--- src/pkg/aft_pkg.sv ---
// Shared constants and types for the port flow-control and status link.
`default_nettype none
package aft_pkg;
  // Status bus width and encodings; ST_FRAME_OK is the one that has meaning in frame mode.
  localparam int          ST_W          = 3;
  localparam logic [2:0]  ST_FRAME_OK   = 3'h7;
  localparam logic [2:0]  ST_IDLE       = 3'h0;
  localparam logic [2:0]  ST_READ_LP    = 3'h1;
  localparam logic [2:0]  ST_FAST_WRITE = 3'h2;
  // Length of one data transfer on the link, in clock cycles.
  localparam int          XFER_LEN      = 4;
  localparam logic [1:0]  XFER_LAST     = 2'h3;
  // Values after reset.
  localparam logic        FLAG_RST      = 1'b1;
  typedef enum logic [1:0] {AFT_MODE_PIPE, AFT_MODE_SBA, AFT_MODE_FRAME} aft_mode_t;
endpackage
`default_nettype wire

--- src/pkg/aft_link_if.sv ---
// Link between the port target/arbiter and the graphics master.
`timescale 1ns/1ps
`default_nettype none
interface aft_link_if;
  logic       rbf_n;
  logic       wbf_n;
  logic [2:0] st;
  logic       gnt_n;
  logic       data_valid;
  logic [31:0] data;
  modport target (input rbf_n, input wbf_n, output st, output gnt_n,
                  output data_valid, output data);
  modport master (output rbf_n, output wbf_n, input st, input gnt_n,
                  input data_valid, input data);
endinterface
`default_nettype wire

--- src/hw/aft_target.sv ---
// Target and arbiter end: full-flag flow control and status bus drive.
//
// Functional notes
// - Read-full held off new low-priority returns.
// - Return already in progress may finish.
// - Read-full judged only at return start.
// - Absent read-full means always deasserted.
// - Write-full blocks fast-write data drive.
// - Write-full judged only at write start.
// - Absent write-full means always deasserted.
// - Frame mode ignores both full flags.
// - Arbiter drives three-bit status bus.
// - Master reads status only under grant.
// - Master ignores status without grant.
// - Frame mode: status 111 permits frame.
// - Enqueue mode static until system reset.
`timescale 1ns/1ps
`default_nettype none
module aft_target (
  // Clock and reset
  input  wire logic            core_clk,
  input  wire logic            rst_n,
  // Link
  aft_link_if.target           link,
  // User side
  input  wire aft_pkg::aft_mode_t mode,
  input  wire logic            rd_req,
  input  wire logic [31:0]     rd_data,
  input  wire logic            fw_req,
  input  wire logic [31:0]     fw_data,
  input  wire logic            frame_req,
  output logic                 rd_ack,
  output logic                 fw_ack,
  output logic                 busy
);
  // ****************************************
  // Flag synchronisers
  // ****************************************
  logic [1:0] rbf_sync_reg;
  logic [1:0] wbf_sync_reg;
  always_ff @(posedge core_clk or negedge rst_n) begin
    if (!rst_n) begin
      rbf_sync_reg <= {2{aft_pkg::FLAG_RST}};
      wbf_sync_reg <= {2{aft_pkg::FLAG_RST}};
    end else begin
      rbf_sync_reg <= {rbf_sync_reg[0], link.rbf_n};
      wbf_sync_reg <= {wbf_sync_reg[0], link.wbf_n};
    end
  end
  // unused flag pulled high, reads as not full
  wire rd_full = ~rbf_sync_reg[1];
  wire wr_full = ~wbf_sync_reg[1];
  // ****************************************
  // Transfer sequencing
  // ****************************************
  typedef enum logic [1:0] {AFT_IDLE, AFT_READ, AFT_WRITE, AFT_FRAME} aft_state_t;
  aft_state_t state_reg;
  aft_state_t state_next;
  logic [1:0] beat_reg;
  logic [2:0] st_reg;
  logic       gnt_n_reg;
  logic       dv_reg;
  logic [31:0] data_reg;
  logic       rd_ack_reg;
  logic       fw_ack_reg;
  logic       busy_reg;
  // flags only count outside frame mode
  wire frame_mode = (mode == aft_pkg::AFT_MODE_FRAME);
  // read start only when not full at start
  wire rd_go = rd_req && (frame_mode || !rd_full);
  // write start only when not full at start
  wire fw_go = fw_req && (frame_mode || !wr_full);
  wire last  = (beat_reg == aft_pkg::XFER_LAST);
  always_comb begin
    state_next = state_reg;
    unique case (state_reg)
      AFT_IDLE: begin
        if (frame_mode && frame_req) begin
          state_next = AFT_FRAME;
        end else if (!frame_mode && rd_go) begin
          state_next = AFT_READ;
        end else if (!frame_mode && fw_go) begin
          state_next = AFT_WRITE;
        end
      end
      // running return ends regardless of flag
      AFT_READ, AFT_WRITE: begin
        if (last) begin
          state_next = AFT_IDLE;
        end
      end
      AFT_FRAME: begin
        if (!frame_req) begin
          state_next = AFT_IDLE;
        end
      end
    endcase
  end
  wire [2:0] st_next = (state_next == AFT_READ)  ? aft_pkg::ST_READ_LP :
                       (state_next == AFT_WRITE) ? aft_pkg::ST_FAST_WRITE :
                       (state_next == AFT_FRAME) ? aft_pkg::ST_FRAME_OK :
                       aft_pkg::ST_IDLE;
  // ****************************************
  // Decoded strobes
  // ****************************************
  wire        start_rd   = (state_reg == AFT_IDLE) && (state_next == AFT_READ);
  wire        start_fw   = (state_reg == AFT_IDLE) && (state_next == AFT_WRITE);
  wire        in_data    = (state_next == AFT_READ) || (state_next == AFT_WRITE);
  wire        beat_stay  = (state_reg == state_next) && in_data;
  // beat count runs out whatever the flag does
  wire [1:0]  beat_next  = beat_stay ? (beat_reg + 2'h1) : 2'h0;
  wire        gnt_n_next = (state_next == AFT_IDLE);
  wire [31:0] data_next  = (state_next == AFT_WRITE) ? fw_data :
                           (state_next == AFT_READ)  ? rd_data : 32'h0;
  // ****************************************
  // State and beat counter
  // ****************************************
  always_ff @(posedge core_clk or negedge rst_n) begin
    if (!rst_n) begin
      state_reg <= AFT_IDLE;
    end else begin
      state_reg <= state_next;
    end
  end
  always_ff @(posedge core_clk or negedge rst_n) begin
    if (!rst_n) begin
      beat_reg <= 2'h0;
    end else begin
      beat_reg <= beat_next;
    end
  end
  // ****************************************
  // Status bus and grant
  // ****************************************
  // registered status
  always_ff @(posedge core_clk or negedge rst_n) begin
    if (!rst_n) begin
      st_reg <= aft_pkg::ST_IDLE;
    end else begin
      st_reg <= st_next;
    end
  end
  always_ff @(posedge core_clk or negedge rst_n) begin
    if (!rst_n) begin
      gnt_n_reg <= 1'b1;
    end else begin
      gnt_n_reg <= gnt_n_next;
    end
  end
  // The busy output mirrors the grant but has its own flop so it stays glitch free.
  always_ff @(posedge core_clk or negedge rst_n) begin
    if (!rst_n) begin
      busy_reg <= 1'b0;
    end else begin
      busy_reg <= ~gnt_n_next;
    end
  end
  // ****************************************
  // Data beats
  // ****************************************
  always_ff @(posedge core_clk or negedge rst_n) begin
    if (!rst_n) begin
      dv_reg <= 1'b0;
    end else begin
      dv_reg <= in_data;
    end
  end
  always_ff @(posedge core_clk or negedge rst_n) begin
    if (!rst_n) begin
      data_reg <= 32'h0;
    end else begin
      data_reg <= data_next;
    end
  end
  // ****************************************
  // User acknowledges
  // ****************************************
  always_ff @(posedge core_clk or negedge rst_n) begin
    if (!rst_n) begin
      rd_ack_reg <= 1'b0;
    end else begin
      rd_ack_reg <= start_rd;
    end
  end
  always_ff @(posedge core_clk or negedge rst_n) begin
    if (!rst_n) begin
      fw_ack_reg <= 1'b0;
    end else begin
      fw_ack_reg <= start_fw;
    end
  end
  // ****************************************
  // Outputs
  // ****************************************
  assign link.st         = st_reg;
  assign link.gnt_n      = gnt_n_reg;
  assign link.data_valid = dv_reg;
  assign link.data       = data_reg;
  assign rd_ack          = rd_ack_reg;
  assign fw_ack          = fw_ack_reg;
  assign busy            = busy_reg;
endmodule
`default_nettype wire

--- src/flat_wrapper.sv ---
// flat-port wrapper written by rule: the top's interface ports become plain ports
module aft_target_flat 
  (core_clk, rst_n, mode, rd_req, rd_data, fw_req, fw_data, frame_req, rd_ack, fw_ack, busy, link_rbf_n, link_wbf_n, link_st, link_gnt_n, link_data_valid, link_data);
  aft_link_if link_i ();
  input  wire logic core_clk;
  input  wire logic rst_n;
  input  wire aft_pkg::aft_mode_t mode;
  input  wire logic rd_req;
  input  wire logic [31:0] rd_data;
  input  wire logic fw_req;
  input  wire logic [31:0] fw_data;
  input  wire logic frame_req;
  output logic rd_ack;
  output logic fw_ack;
  output logic busy;
  input wire logic [$bits(link_i.rbf_n)-1:0] link_rbf_n;
  input wire logic [$bits(link_i.wbf_n)-1:0] link_wbf_n;
  output wire logic [$bits(link_i.st)-1:0] link_st;
  output wire logic [$bits(link_i.gnt_n)-1:0] link_gnt_n;
  output wire logic [$bits(link_i.data_valid)-1:0] link_data_valid;
  output wire logic [$bits(link_i.data)-1:0] link_data;
  assign link_i.rbf_n = link_rbf_n;
  assign link_i.wbf_n = link_wbf_n;
  assign link_st = link_i.st;
  assign link_gnt_n = link_i.gnt_n;
  assign link_data_valid = link_i.data_valid;
  assign link_data = link_i.data;
  aft_target u_core (.core_clk(core_clk), .rst_n(rst_n), .link(link_i), .mode(mode), .rd_req(rd_req), .rd_data(rd_data), .fw_req(fw_req), .fw_data(fw_data), .frame_req(frame_req), .rd_ack(rd_ack), .fw_ack(fw_ack), .busy(busy));
endmodule
--- config.mk ---
export PLATFORM = sky130hd
export DESIGN_NAME = aft_target_flat
export DESIGN_NICKNAME = d
export VERILOG_FILES = /design/src/pkg/aft_pkg.sv /design/src/pkg/aft_link_if.sv /design/src/hw/aft_target.sv /design/src/flat_wrapper.sv
export SDC_FILE = /design/constraint.sdc
export NUM_CORES = 1
export LEC_CHECK = 0
export ABC_AREA = 1
export BUFFER_PORTS_ARGS = -buffer_cell sky130_fd_sc_hd__buf_2
export CAP_MARGIN = 25
export CORE_MARGIN = 1
export CORE_UTILIZATION = 39
export DETAILED_ROUTE_END_ITERATION = 8
export PLACE_DENSITY = 0.77
export SYNTH_ARGS = -nofsm -noshare
export SYNTH_HDL_FRONTEND = slang
export SYNTH_SLANG_ARGS = --single-unit
export TNS_END_PERCENT = 20
--- constraint.sdc ---
create_clock -name core_clk -period 2 [get_ports core_clk]
set_input_delay 0.3 -clock core_clk [delete_from_list [all_inputs] [get_ports core_clk]]
set_output_delay 0.3 -clock core_clk [all_outputs]
set_load 0.02 [all_outputs]
==> results by group <==
Logic synthesis
  • Post-synthesis mux area share: 0%
  • Largest family of logic cells by synthesized area: simple AND/OR/NAND/NOR gates
  • YS warnings: 0
  • Adder-cell share of the synthesized area: 5.07%
  • Syn_nets: 294
  • Mean Syn Cell Area: 9.27 um2
  • Compound-cell area share of the yosys netlist: 0.824%
  • Cell variety after synth: 17
  • Post-synthesis sequential area ratio: 59.9%
  • Post-synthesis register bit count: 47
  • Post-Synth Simple-Gate Area: 28.5%
  • Syn Inst Count: 213
  • Synth Area in XOR/XNOR: 0%
  • Cell Area, Synth: 0.00197 mm2

Timing
  • Pins Over Slew Limit: 0
  • RSZ-0062 raised after global routing: false
  • Crit share post-route: 92.0%
  • Min cycle time layout: 1840 ps
  • Final setup fails: 0
  • Final setup margin: 160 ps
  • Fin. Hold Viols: 0
  • Fmax: 543 MHz
  • Slew headroom: 70.8%
  • Worst slew pin tran: 439 ps
  • Clock Skews: 5.17 ps

Power and ir drop
  • Comb pwr share: 56.1%
  • Net Sw Frac: 43.4%
  • Switch Pwr: 1.95 mW
  • Clock network power share: 13.3%
  • Power Internal: 2.55 mW
  • Pwr dens: 1590 mW/mm2
  • Sequential Power Share: 30.6%
  • Peak supply drop: 0.000639 V
  • Leak: 1.71 nW
  • Design Power: 4.51 mW

Setup path
  • CP delay by family, top: simple AND/OR/NAND/NOR gates
  • Worst path bufs/invs: 3
  • Worst R2R Start: u_core.state_reg[0]
  • Peak fanout along the critical path: 4
  • Instance count on the critical path: 9
  • Worst Setup EP: u_core.link.st[0]
  • Crit-path slowest cell: dfrtp_1
  • Setup crit start: u_core.state_reg[0]
  • CP cell instances: inv_2 -> ha_1 -> inv_1 -> a21oi_4 -> nand2_2 -> nand2_2 -> inv_1 -> ha_1 -> or2_2
  • WP data required: 2180 ps
  • Crit path kind: flip-flop to flip-flop
  • Biggest cell delay along the critical path: 410 ps
  • Reg-to-reg critical path endpoint: u_core.link.st[0]
  • Worst EP arrival: 2020 ps
  • R2R Setup Slk: 160 ps
  • Worst setup SP type: flip-flop
  • R2r worst-path depth: 9
  • CP endpoint kind: flip-flop

GRT
  • Global route overflow: 0
  • Largest net degree at the start of global routing: 31
  • Initial antenna violation count: 0
  • Tot GR Track Use: 17.9%
  • First-pass GRT wire length: 7090 um
  • Vias in the first global route: 1629

Clock network
  • H-tree Lvls: 2
  • Clock Path Buffers: 2
  • Clock transition at the registers of the reported paths: 90 ps
  • Cts bufs inserted: 5
  • CTS tree: done
  • Worst-skew pair later-pin latency: 300 ps
  • Root Driver: clkbuf_8
  • Sink Count: 47

Cells and area
  • N_diodes: 0
  • Final net count: 413
  • Core Util, Final: 59.1%
  • Layout area overhead: 43.3%
  • Layout cells sized above 1: 45.0%
  • Fillers: 410
  • Register area: 0.00118 mm2
  • Commonest non-fill, non-tap cell in the layout: buf_2
  • Footprint of the multi-input gates: 693 um2
  • Number of flip-flops in the largest register: 32
  • Commonest non-fill, non-tap cells in the layout: buf_2 (112), nand2_1 (81), dfrtp_1 (42), nand3_1 (35), inv_1 (13)

Placed design
  • IO Port Bufs: 112
  • Pre-CTS setup slack: -15.2 ps
  • Gpl congestion: 0.899
  • Final HPWL DP: 3500 um

Floorplan
  • I/O pins: 113
  • Chip width: 73.2 um
  • Die Area: 0.00535 mm2
  • Row count: 25
  • Core outline area: 0.00479 mm2
  • Starting Density: 41.3%
  • Die height: 73.2 um

Routing
  • ANT nets after route: 0
  • Final wirelength: 4680 um
  • Vias per cell: 4.41
  • Router iterations before antenna repair: 4
  • # DRC: 0
  • Wire per inst: 11.7 um
  • Drt initial violations: 58
  • Vias: 1765

Worst hold path
  • Hold Path Class: primary input to flip-flop

Status
  • Status: finished, final reports clean

Flow run
  • Total of max-cap violations: 0
## synth_stat cells, drive strengths merged
| master | count | area (um2) |
|---|---|---|
| buf | 5 | 27.5 |
| nand4 | 1 | 6.26 |
| dfstp | 5 | 131 |
| ha | 8 | 100 |
| inv | 16 | 60.1 |
| nand2 | 88 | 353 |
| nand3 | 36 | 185 |
| nor2 | 3 | 11.3 |
| a21oi | 1 | 16.3 |
| dfrtp | 42 | 1050 |
| clkbuf | 7 | 26.3 |
| or2 | 1 | 6.26 |
## power by group through the flow
stage,registers (mW),logic (mW),clock network (mW)
2_1_floorplan,1.78,1.17,0
3_3_place_gp,1.39,2.33,0
3_5_place_dp,1.41,2.37,0
4_1_cts,1.39,2.39,0.615
5_1_grt,1.41,2.83,0.650
6_report,1.38,2.53,0.600
## cell families (layout without fill, tap and decap cells)
| logic type | Yosys count | count (layout) |
|---|---|---|
| AO/OA/AOI/OAI | 1 | 1 |
| adder cells (fa/ha/maj) | 8 | 8 |
| flip-flops | 47 | 47 |
| buffers and inverters | 28 | 148 |
| AND/OR/NAND/NOR | 129 | 129 |
## per-stage QoR
step | TNS [ps] | std cells | area (um2) | hold WS [ps]
2_1_floorplan | 0 | 213 | 1970 | 4.41
3_3_place_gp | 0 | 389 | 2670 | 259
3_5_place_dp | -95.2 | 389 | 2670 | 273
4_1_cts | 0 | 398 | 2780 | 84.3
5_1_grt | 0 | 400 | 2830 | 73.2
6_report | 0 | 400 | 2830 | 95.9
## metal layers
layer / wire length (um) / track usage (%) / share of wire (%) / vias up
met5: 0 / 0 / 0 / -
met4: 48 / 5.23 / 1.0 / 0
met3: 337 / 5.94 / 7.2 / 6
met2: 2410 / 30.2 / 51 / 72
met1: 1880 / 21.7 / 40 / 795
li1: - / - / - / 892
## layout make-up
| cell class | count | area share [%] |
|---|---|---|
| clock buffers | 7 | 3.05 |
| well taps | 67 | 2.96 |
| inverters | 16 | 2.12 |
| clock inverters | 1 | 0.309 |
| multi-input cells | 138 | 24.5 |
| flip-flops and latches | 47 | 41.8 |
| repair buffers | 124 | 25.3 |
## how the worst min path moves through the flow
stage,from,endpoint,depth (start not counted)
2_1_floorplan,rst_n,u_core.beat_reg[0],0
3_3_place_gp,rst_n,u_core.link.data[7],1
3_5_place_dp,rst_n,u_core.link.data[7],1
4_1_cts,link_rbf_n,u_core.rbf_sync_reg[0],1
5_1_grt,link_rbf_n,u_core.rbf_sync_reg[0],1
6_report,link_rbf_n,u_core.rbf_sync_reg[0],1
## timing repair
action / 4_1_cts / 5_1_grt
hold buffers: 1 / 0
resized for setup: 1 / 6
buffers inserted: 0 / 1
cloned: 0 / 1
endpoints found under the setup margin: 13 / 34
endpoints found under the hold margin: 14 / 0
Note: power is estimated with default switching activity, not from simulation.
